`config.mk`:
```
export PLATFORM = sky130hd
export DESIGN_NAME = ssr_supervisor
export DESIGN_NICKNAME = d
export VERILOG_FILES = /design/src/include/ssr_pkg.sv /design/src/verilog/ssr_reset_stretch.sv /design/src/verilog/ssr_supervisor.sv
export SDC_FILE = /design/constraint.sdc
export NUM_CORES = 1
export LEC_CHECK = 0
export BUFFER_PORTS_ARGS = -buffer_cell sky130_fd_sc_hd__buf_2
export CAP_MARGIN = 5
export CORE_ASPECT_RATIO = 0.7
export CORE_UTILIZATION = 55
export CTS_BUF_LIST = sky130_fd_sc_hd__clkbuf_8
export CTS_CLUSTER_DIAMETER = 80
export DETAILED_ROUTE_END_ITERATION = 7
export PLACE_DENSITY = 0.77
export SYNTH_ARGS = -nofsm -noshare
export SYNTH_HDL_FRONTEND = slang
export SYNTH_HIERARCHICAL = 1
export SYNTH_SLANG_ARGS = --single-unit
```
`constraint.sdc`:
```
create_clock -name clk -period 4.5 [get_ports clk]
set_clock_uncertainty 0.1 [all_clocks]
set_input_delay 0.45 -clock clk [delete_from_list [all_inputs] [get_ports clk]]
set_output_delay 0.45 -clock clk [all_outputs]
set_load 0.02 [all_outputs]
```
`src/include/ssr_pkg.sv`:
```
// Package for the supply supervisor and reset controller.
// Assumes a single 40 MHz clock domain; no register bus.
package ssr_pkg;
    localparam int RAM_SECTIONS = 8;
    localparam int PIN_SEL_W    = 5;
    // Reset cause bit positions
    localparam int CAUSE_PIN    = 0;
    localparam int CAUSE_DOG    = 1;
    localparam int CAUSE_SOFT   = 2;
    localparam int CAUSE_LOCKUP = 3;
    localparam int CAUSE_WAKE   = 4;
    localparam int CAUSE_W      = 5;
    localparam logic [CAUSE_W-1:0] CAUSE_RESET = 5'h00;
    // Minimum reset pulse on the domain outputs
    localparam int  CLK_PERIOD_NS  = 25;
    localparam int  RST_HOLD_NS    = 100;
    localparam int  RST_HOLD_CYC   = (RST_HOLD_NS + CLK_PERIOD_NS - 1) / CLK_PERIOD_NS;
    localparam logic [3:0] RST_HOLD_CNT = 4'(RST_HOLD_CYC);

    typedef struct packed {
        logic cpu;
        logic periph;
        logic gpio;
        logic debug;
        logic wire_port;
        logic watchdog;
        logic retained;
        logic cause;
    } ssr_targets_type;

    typedef struct packed {
        logic power;
        logic retention;
    } ssr_ram_cfg_type;

    typedef struct packed {
        logic accessible;
        logic retained;
    } ssr_ram_state_type;
endpackage

```
`src/verilog/ssr_reset_stretch.sv`:
```
// One reset domain output: asserted at once, released after a hold count.
// Assumes the request is from logic on clk; rst_n is the synchronised reset.
`timescale 1ns/1ps
module ssr_reset_stretch
    import ssr_pkg::*;
(
    input  wire logic clk,
    input  wire logic rst_n,
    input  wire logic req,
    output logic      dom_rst_n
);
    logic [3:0] hold_reg;

    // Counter restarts while the request stands, so release is clocked
    always_ff @(posedge clk or negedge rst_n)
    begin
        if (!rst_n)
            hold_reg <= RST_HOLD_CNT;
        else if (req)
            hold_reg <= RST_HOLD_CNT;
        else if (hold_reg != 4'h0)
            hold_reg <= hold_reg - 4'h1;
    end

    always_ff @(posedge clk or negedge rst_n)
    begin
        if (!rst_n)
            dom_rst_n <= 1'b0;
        else
            dom_rst_n <= !req && (hold_reg == 4'h0);
    end

    chk_release_hold: assert property (@(posedge clk) disable iff (!rst_n)
        req |=> !dom_rst_n [*4])
        else $error("domain reset released too early");
endmodule

```
`src/verilog/ssr_supervisor.sv`:
```
// Supply supervisor: reset source collection, domain resets, reset cause,
// RAM section power decode and supply-low warning.
// Assumes analog comparators and reset pins are asynchronous; the rest is on clk.
//
// Overview of operation
// - Warn when enabled supply falls below threshold
// - Warn also if already low at enable
// - Warning notifies only, never resets
// - Block flash writes while warned and low
// - Comparator idle in system off, clock stopped
// - System off: RAM inaccessible, retention setting rules
// - System on: power on means accessible, retained
// - Reset cause readable after every reset
// - Power-on holds all until supply good
// - Selected reset pin triggers pin reset
// - Wakeup resets CPU, peripherals, debug, watchdog only
// - Debug mode wakeup spares debug components
// - Soft reset: CPU, peripherals, GPIO only
// - Watchdog resets system, never in system off
// - Pin/watchdog reset all except wire port, cause
// - Brownout clears every target including cause
// - Lockup resets CPU set, not in debug
// - RAM is never cleared by reset
// - Retained registers survive non-targeting resets
`timescale 1ns/1ps
module ssr_supervisor
    import ssr_pkg::*;
(
    input  wire logic                    clk,
    input  wire logic                    resetn,
    input  wire logic                    supply_good,
    input  wire logic                    regulators_started,
    input  wire logic                    below_brownout_threshold,
    input  wire logic                    below_fail_threshold,
    input  wire logic                    supply_fail_enable,
    input  wire logic                    high_speed_clock_running,
    input  wire logic [31:0]             reset_pins_n,
    input  wire logic [PIN_SEL_W-1:0]    reset_pin_select,
    input  wire logic                    reset_pin_connect,
    input  wire logic                    cpu_reset_request_bit,
    input  wire logic                    control_access_port_reset,
    input  wire logic                    watchdog_timeout,
    input  wire logic                    cpu_lockup,
    input  wire logic                    wakeup_detect,
    input  wire logic                    debug_mode,
    input  wire logic                    system_off_req,
    input  wire logic                    fixed_latency_task,
    input  wire logic                    low_power_task,
    input  wire logic                    cause_clear,
    input  wire logic [CAUSE_W-1:0]      cause_clear_mask,
    input  ssr_ram_cfg_type [RAM_SECTIONS-1:0] ram_cfg,
    output ssr_ram_state_type [RAM_SECTIONS-1:0] ram_state,
    output logic                         supply_low_warning_event,
    output logic                         nonvolatile_write_block,
    output logic [CAUSE_W-1:0]           reset_cause_register,
    output logic                         system_off,
    output logic                         fixed_latency_mode,
    output logic                         cpu_rst_n,
    output logic                         periph_rst_n,
    output logic                         gpio_rst_n,
    output logic                         debug_rst_n,
    output logic                         debug_wire_port_rst_n,
    output logic                         watchdog_rst_n,
    output logic                         retained_rst_n
);
    logic rst_s1_reg;
    logic rst_n_int;
    logic [2:0] sync1_reg;
    logic [2:0] sync2_reg;
    logic [31:0] pin1_reg;
    logic [31:0] pin2_reg;
    logic fail_low_prev_reg;
    logic pwr_ok_reg;
    logic dog_prev_reg;
    logic lock_prev_reg;
    logic sreq_prev_reg;
    logic cap_prev_reg;
    logic wake_prev_reg;
    logic pin_prev_reg;
    logic pin_low;
    logic src_pin;
    logic src_dog;
    logic src_soft;
    logic src_lock;
    logic src_wake;
    logic fail_active;
    ssr_targets_type tgt;
    ssr_targets_type tgt_pwr;
    logic [CAUSE_W-1:0] cause_set;

    // Reset release through two flip-flops
    always_ff @(posedge clk or negedge resetn)
    begin
        if (!resetn)
        begin
            rst_s1_reg <= 1'b0;
            rst_n_int  <= 1'b0;
        end
        else
        begin
            rst_s1_reg <= 1'b1;
            rst_n_int  <= rst_s1_reg;
        end
    end

    // Analog levels and pins cross into clk through two stages
    always_ff @(posedge clk or negedge rst_n_int)
    begin
        if (!rst_n_int)
        begin
            sync1_reg <= 3'h0;
            sync2_reg <= 3'h0;
            pin1_reg  <= 32'hFFFFFFFF;
            pin2_reg  <= 32'hFFFFFFFF;
        end
        else
        begin
            sync1_reg <= {supply_good && regulators_started, below_brownout_threshold,
                          below_fail_threshold};
            sync2_reg <= sync1_reg;
            pin1_reg  <= reset_pins_n;
            pin2_reg  <= pin1_reg;
        end
    end

    function automatic logic rise(input logic now, input logic prev);
        return now && !prev;
    endfunction

    // Power-on and brownout gate every domain
    always_ff @(posedge clk or negedge rst_n_int)
    begin
        if (!rst_n_int)
            pwr_ok_reg <= 1'b0;
        else
            pwr_ok_reg <= sync2_reg[2] && !sync2_reg[1];
    end

    assign pin_low  = reset_pin_connect && !pin2_reg[reset_pin_select];
    assign src_pin  = rise(pin_low, pin_prev_reg);
    assign src_dog  = rise(watchdog_timeout, dog_prev_reg) && !system_off;
    assign src_soft = rise(cpu_reset_request_bit, sreq_prev_reg)
                   || rise(control_access_port_reset, cap_prev_reg);
    assign src_lock = rise(cpu_lockup, lock_prev_reg) && !debug_mode
                   && !system_off;
    assign src_wake = system_off && rise(wakeup_detect, wake_prev_reg);

    always_ff @(posedge clk or negedge rst_n_int)
    begin
        if (!rst_n_int)
        begin
            pin_prev_reg  <= 1'b0;
            dog_prev_reg  <= 1'b0;
            sreq_prev_reg <= 1'b0;
            cap_prev_reg  <= 1'b0;
            lock_prev_reg <= 1'b0;
            wake_prev_reg <= 1'b0;
        end
        else
        begin
            pin_prev_reg  <= pin_low;
            dog_prev_reg  <= watchdog_timeout;
            sreq_prev_reg <= cpu_reset_request_bit;
            cap_prev_reg  <= control_access_port_reset;
            lock_prev_reg <= cpu_lockup;
            wake_prev_reg <= wakeup_detect;
        end
    end

    // Per-target request; the warning never appears here
    always_comb
    begin
        tgt_pwr = '{default: !pwr_ok_reg};
        tgt.cpu       = tgt_pwr.cpu || src_pin || src_dog || src_soft || src_lock
                     || src_wake;
        tgt.periph    = tgt.cpu;
        tgt.gpio      = tgt_pwr.gpio || src_pin || src_dog || src_soft || src_lock;
        tgt.debug     = tgt_pwr.debug || src_pin || src_dog
                     || (src_wake && !debug_mode);
        tgt.wire_port = tgt_pwr.wire_port;
        tgt.watchdog  = tgt_pwr.watchdog || src_pin || src_dog || src_wake;
        tgt.retained  = tgt_pwr.retained || src_pin || src_dog;
        tgt.cause     = tgt_pwr.cause;
    end

    ssr_reset_stretch u_cpu (.clk(clk), .rst_n(rst_n_int), .req(tgt.cpu),
        .dom_rst_n(cpu_rst_n));
    ssr_reset_stretch u_per (.clk(clk), .rst_n(rst_n_int), .req(tgt.periph),
        .dom_rst_n(periph_rst_n));
    ssr_reset_stretch u_gpio (.clk(clk), .rst_n(rst_n_int), .req(tgt.gpio),
        .dom_rst_n(gpio_rst_n));
    ssr_reset_stretch u_dbg (.clk(clk), .rst_n(rst_n_int), .req(tgt.debug),
        .dom_rst_n(debug_rst_n));
    ssr_reset_stretch u_wire (.clk(clk), .rst_n(rst_n_int), .req(tgt.wire_port),
        .dom_rst_n(debug_wire_port_rst_n));
    ssr_reset_stretch u_dog (.clk(clk), .rst_n(rst_n_int), .req(tgt.watchdog),
        .dom_rst_n(watchdog_rst_n));
    ssr_reset_stretch u_ret (.clk(clk), .rst_n(rst_n_int), .req(tgt.retained),
        .dom_rst_n(retained_rst_n));

    // Reset cause: sticky, set wins over software clear
    always_comb
    begin
        cause_set = CAUSE_RESET;
        cause_set[CAUSE_PIN]    = src_pin;
        cause_set[CAUSE_DOG]    = src_dog;
        cause_set[CAUSE_SOFT]   = src_soft;
        cause_set[CAUSE_LOCKUP] = src_lock;
        cause_set[CAUSE_WAKE]   = src_wake;
    end

    always_ff @(posedge clk or negedge rst_n_int)
    begin
        if (!rst_n_int)
            reset_cause_register <= CAUSE_RESET;
        else if (tgt.cause)
            reset_cause_register <= CAUSE_RESET;
        else
            reset_cause_register <= (reset_cause_register
                & ~(cause_clear ? cause_clear_mask : CAUSE_RESET)) | cause_set;
    end

    // System off state; wakeup, pin reset, power-on or brownout return to system on
    always_ff @(posedge clk or negedge rst_n_int)
    begin
        if (!rst_n_int)
            system_off <= 1'b0;
        else if (!pwr_ok_reg || src_wake || src_pin)
            system_off <= 1'b0;
        else if (system_off_req)
            system_off <= 1'b1;
    end

    // Sub-mode: low power after entering system on
    always_ff @(posedge clk or negedge rst_n_int)
    begin
        if (!rst_n_int)
            fixed_latency_mode <= 1'b0;
        else if (system_off || !pwr_ok_reg)
            fixed_latency_mode <= 1'b0;
        else if (low_power_task)
            fixed_latency_mode <= 1'b0;
        else if (fixed_latency_task)
            fixed_latency_mode <= 1'b1;
    end

    // Comparator runs only in system on with the fast clock present
    assign fail_active = supply_fail_enable && !system_off
                      && high_speed_clock_running;

    always_ff @(posedge clk or negedge rst_n_int)
    begin
        if (!rst_n_int)
            fail_low_prev_reg <= 1'b0;
        else
            fail_low_prev_reg <= fail_active && sync2_reg[0];
    end

    // Edge on the gated low condition covers falling supply, late enable
    // and threshold raised above supply alike
    always_ff @(posedge clk or negedge rst_n_int)
    begin
        if (!rst_n_int)
            supply_low_warning_event <= 1'b0;
        else
            supply_low_warning_event <= fail_active && sync2_reg[0]
                                     && !fail_low_prev_reg;
    end

    always_ff @(posedge clk or negedge rst_n_int)
    begin
        if (!rst_n_int)
            nonvolatile_write_block <= 1'b0;
        else
            nonvolatile_write_block <= fail_active && sync2_reg[0];
    end

    // RAM decode only; contents are never cleared here
    always_ff @(posedge clk or negedge rst_n_int)
    begin
        if (!rst_n_int)
            ram_state <= '0;
        else
            for (int i = 0; i < RAM_SECTIONS; i++)
            begin
                ram_state[i].accessible <= !system_off && ram_cfg[i].power;
                ram_state[i].retained   <= ram_cfg[i].retention
                    || (!system_off && ram_cfg[i].power);
            end
    end

    chk_warn_no_reset: assert property (@(posedge clk) disable iff (!rst_n_int)
        supply_low_warning_event && pwr_ok_reg && !src_pin && !src_dog && !src_soft
        && !src_lock && !src_wake |=> cpu_rst_n || !$past(cpu_rst_n))
        else $error("warning caused a reset");
    chk_block_off: assert property (@(posedge clk) disable iff (!rst_n_int)
        $past(system_off) |-> !nonvolatile_write_block && !supply_low_warning_event)
        else $error("comparator active in system off");
    chk_block_on: assert property (@(posedge clk) disable iff (!rst_n_int)
        fail_active && sync2_reg[0] |=> nonvolatile_write_block)
        else $error("write not blocked");
    chk_dog_off: assert property (@(posedge clk) disable iff (!rst_n_int)
        system_off && watchdog_timeout && !dog_prev_reg |=> !reset_cause_register[CAUSE_DOG]
        || $past(reset_cause_register[CAUSE_DOG]))
        else $error("watchdog reset in system off");
    chk_soft_keeps: assert property (@(posedge clk) disable iff (!rst_n_int)
        src_soft && pwr_ok_reg && !src_pin && !src_dog && !src_wake |-> !tgt.watchdog
        && !tgt.retained && !tgt.debug)
        else $error("soft reset reached foreign domain");
    chk_lock_debug: assert property (@(posedge clk) disable iff (!rst_n_int)
        debug_mode |-> !src_lock)
        else $error("lockup reset in debug mode");
    chk_wake_debug: assert property (@(posedge clk) disable iff (!rst_n_int)
        src_wake && debug_mode && pwr_ok_reg && !src_pin && !src_dog |-> !tgt.debug)
        else $error("debug reset on debug-mode wakeup");
    chk_cause_keep: assert property (@(posedge clk) disable iff (!rst_n_int)
        src_pin && pwr_ok_reg |=> reset_cause_register[CAUSE_PIN])
        else $error("pin cause lost");
    chk_ram_off: assert property (@(posedge clk) disable iff (!rst_n_int)
        system_off && ram_cfg[0].retention |=> ram_state[0].retained)
        else $error("retention lost in system off");
endmodule
```
Word-level counts from Yosys, hierarchy flattened
Index checks and enable logic that the tools add are counted.

Bits in read-only memories: 0. Memories: 0. Bits in writable memories: 0. Bits in latches: 0. Register bits: 139. Input bits: 77. Logic and storage cells: 174.

Equality and inequality tests: 1. Bitwise operators: 3. Multiplexer cells: 23. $add $sub $neg: 7. Shift operators: 0. Divide/modulo/power cells: 0. Reductions and logical operators: 91. Multipliers: 0. $lt $le $gt $ge: 1.

Operators by type and width (count): 4-bit two-way mux (14); 1-bit logical AND (33); 4-bit zero test (7); 4-bit nonzero test (7); 4-bit by 1-bit subtractor with 4-bit output (second input constant) (7); 1-bit logical OR (19); 1-bit zero test (17); 2-bit nonzero test (7); 5-bit two-way mux (2); 5-bit by 6-bit less-than comparator with 1-bit output (second input constant) (1); 1-bit two-way mux (6); 5-bit AND (1); 1-bit binary-select mux with 5-bit select (1); 5-bit inverter (1); 5-bit bitwise OR (1); 3-bit nonzero test (1); 2-bit by 1-bit != test with 1-bit output (second input constant) (1).

Depth between registers and ports, before layout
Word-level depth: 12. Depth in mapped cells: 8.

Hierarchy
The synthesis kept the hierarchy.

By module, submodules not included: ssr_supervisor (times used 1, seq. area each 2682.6 µm², cells an instance 204, area each 3385.7 µm²); ssr_reset_stretch (times used 7, seq. area each 126.4 µm², cells an instance 25, area each 274.0 µm²).

Worst setup path after synthesis
No wires, ideal clock.

Kind: input to register. Start: input reset_pin_select[1]. End: register u_cpu.hold_reg[3]. Data required time: 4275 ps. Arrival time: 2584 ps. Stages: 8. Library setup time: 125 ps. Setup slack: 1691 ps. Path through: buf_6 mux2_4 or3_1 a31oi_2 nand4_4 o21ai_1 nor3_1 mux2_2.

RTL lines: start, declared (RTL line ssr_supervisor.sv:38) `input wire logic [PIN_SEL_W-1:0] reset_pin_select,`; end signal, assigned (RTL line ssr_reset_stretch.sv:22) `hold_reg <= hold_reg - 4'h1;`; end, declared (RTL line ssr_reset_stretch.sv:12) `logic [3:0] hold_reg;`.

==> flow_summary.toml <==
[run_status]
outcome = "completed"

[timing]
fin_crit_sh = 0.5800
fin_crit_ns = 2.610
hold_viol_final = 0
max_freq_mhz = 383.2
relSlewSlack = 0.5811
holdWs_ns = 0.03063
setup_viol = 0
grt_setup_unrepaired = "false"
tightest_slew_ns = 0.6257
setup_tns_ns = 0
report.final.slew_viol_count = 0

[logic_synthesis]
synth_fp_nets = 470
synth-simple-area-share = 0.1536
synth_flop_cell = "dfstp_2"
seq_area_frac_synth = 0.6726
synth_compound_area_frac = 0.04058
synth_xor_area_frac = 0
synth_area_per_cell_sq_um = 13.99
ys_types = 41
synth_mux_area_frac = 0.07950
synthArstFlopShare = 1.000
synth_edf_count = 0
synthAdderAreaFrac = 0.03303
synthCells = 379
ys_warn_count = 6
ys_ff_latch = 139
synth_top_family_by_area = "simple AND/OR/NAND/NOR gates"
netlist_area_sq_um = 5304

[power_and_ir_drop]
comb_power_share = 0.080
leakagePower_nw = 3.117
power_switching_mw = 0.6036
power_density_nw_per_um2 = 373.0
p_sw_frac = 0.2391
ir_worst_vdd_mv = 0.2291
power_frac_seq = 0.538
power_mw = 2.525
internal_power_mw = 1.921
clkPwrFrac = 0.382

[routing]
detail_route.vias_per_cell = 4.922
detail-route-antenna-nets = 0
wl_per_cell_um = 14.59
drtPass1Iterations = 4
vias = 3347
finalWirelength_mm = 9.919
drc_errors = 0
first_iter_violations = 152

[setup_path]
path_cells = "buf_2 -> mux4_1 -> a2bb2oi_1 -> nand4_1 -> nand4_4 -> o211ai_1 -> nor2_1 -> mux2_2"
cp.depth = 8
critPathRequiredTime_ns = 4.71
crit_arrival_ns = 2.82
crit_fanout = 12
slowest_delay_ns = 0.61
crit_family = "multiplexers"
slowest_stage = "mux4_1"
r2r_cells = 7
end_kind = "flop"
critPathKind = "input port to flop"
cp_num_buf_inv = 1
startpoint_type = "input port"

[die]
initial_core_util = 0.5755
fp-row-count = 29
die_area_sq_um = 10050
die_w_um = 119.4
core_sq_um = 9216
dieHeight_um = 84.16
ios = 109

[clock_network]
clkTransAtPathRegs_ns = 0.08
cts_tree = "yes"
numClockSinks = 139
cts_setup_buffers = 0
clockBufferDepth = 2
cts-htree-levels = 4
clk-insertion-delay-late_ns = 0.44
numCtsBuffers = 17
cts_root_buf = "clkbuf_8"

[grt]
grt_start_max_net_pins = 52
antenna_found_initial = 0
grt_usage = 0.2212
grt_pass1_wl_mm = 16.58
grt_pass1_vias = 3546
grt_overflow = 0

[flow_run]
cap_violations = 0

[final_layout]
n_fill_cell = 620
post-route-util = 0.7345
drive_gt1_frac = 0.4568
nNetsFinal = 634
fin_area_sq_um = 6769
diodes = 0
syn_to_final_growth_pct = 27.62

[placement]
post-dp-hpwl_mm = 6.679
routabilityCongestion = 0.7421
placed_cell_area_sq_um = 6002
port_buffers = 108

[worst_hold_path]
hold_class = "input port to flop"
min_path_cells = 1
[per-layer routing]
| metal | track usage | wire, um | up-vias |
|---|---|---|---|
| li1 | - | - | 1618 |
| met4 | 0.07614 | 104 | 0 |
| met2 | 0.3610 | 4977 | 82 |
| met5 | 0 | 0 | - |
| met1 | 0.2789 | 4361 | 1632 |
| met3 | 0.07609 | 476 | 15 |
[final timing paths]
kind | endpoint | slack [ns] | start
worst max-delay path | u_ret/hold_reg[1]$_DFFE_PN0N_ | 1.89 | reset_pin_select[1]
worst min-delay path | cap_prev_reg$_DFF_PN0_ | 0.03 | control_access_port_reset
worst max register to register | u_ret/hold_reg[1]$_DFFE_PN0N_ | 1.93 | pin2_reg[25]$_DFF_PN1_
worst min register to register | sync1_reg[1]$_DFF_PN0_ | 0.18 | rst_n_int$_DFF_PN0_
max in group asynchronous | u_wire/hold_reg[1]$_DFFE_PN0N_ | 3.16 | rst_n_int$_DFF_PN0_
min in group asynchronous | sync1_reg[1]$_DFF_PN0_ | 0.18 | rst_n_int$_DFF_PN0_
[synthesized netlist by cell type, drive strengths merged (3+ instances only)]
master | number | area [sq um]
nand2b | 8 | 50.05
mux4 | 3 | 78.83
dfrtp | 68 | 1702
nor2b | 46 | 287.8
or2 | 8 | 50.05
nand2 | 13 | 48.80
nor3 | 21 | 105.1
mux2i | 8 | 80.08
a21oi | 6 | 30.03
inv | 22 | 82.58
nor2 | 20 | 75.07
dfstp | 71 | 1866
o21ai | 3 | 15.01
ha | 14 | 175.2
o211ai | 4 | 30.03
a211o | 7 | 61.31
nand4 | 3 | 33.78
nor3b | 7 | 87.58
mux2 | 23 | 262.8
[power by group through the flow]
stage | Clock [mW] | Sequential (mW) | Combinational [mW]
2_1_floorplan | 0 | 1.40 | 0.0817
3_3_place_gp | 0 | 1.38 | 0.169
3_5_place_dp | 0 | 1.38 | 0.177
4_1_cts | 0.990 | 1.36 | 0.202
5_1_grt | 1.05 | 1.36 | 0.223
6_report | 0.965 | 1.36 | 0.203
[kinds of logic (layout without fill, tap and decap cells)]
kind of cell	Yosys count	in the layout
buffers and inverters	26	203
flip-flops	139	139
other	1	1
adder cells (fa/ha/maj)	14	14
AND/OR/NAND/NOR	137	137
multiplexers	34	34
AO/OA/AOI/OAI	28	28
[cells in the final DEF, fill, tap and decap left out, drive strengths merged, types with 13 or more instances in the layout]
cell type,instances
buf,111
clkbuf,17
dfrtp,68
dfstp,71
dlygate4sd3,38
ha,14
inv,29
mux2,23
nand2,13
nor2,20
nor2b,46
nor3,21
[cell type report]
| cell class | instances | area (sq um) | share of cell area |
|---|---|---|---|
| Sequential cell | 139 | 3571 | 0.5275 |
| Multi-Input combinational cell | 214 | 1630 | 0.2408 |
| Timing Repair Buffer | 149 | 943.4 | 0.1394 |
| Clock buffer | 17 | 234.0 | 0.03457 |
| Tap cell | 124 | 155.1 | 0.02292 |
| Clock inverter | 15 | 152.6 | 0.02255 |
| Inverter | 22 | 82.58 | 0.01220 |
[through the flow]
step / cells / setup slack (ns)
2_1_floorplan: 379 / 0.3646
3_3_place_gp: 610 / 1.579
3_5_place_dp: 610 / 1.463
4_1_cts: 678 / 1.921
5_1_grt: 680 / 1.767
6_report: 680 / 1.890
[what timing repair did]
| item | 4_1_cts | 5_1_grt |
|---|---|---|
| gates resized for setup | 0 | 0 |
| hold endpoints to repair | 37 | 2 |
| hold buffers | 36 | 2 |
| setup endpoints to repair | 0 | 0 |
No activity file was read; power rests on OpenSTA's default activity.
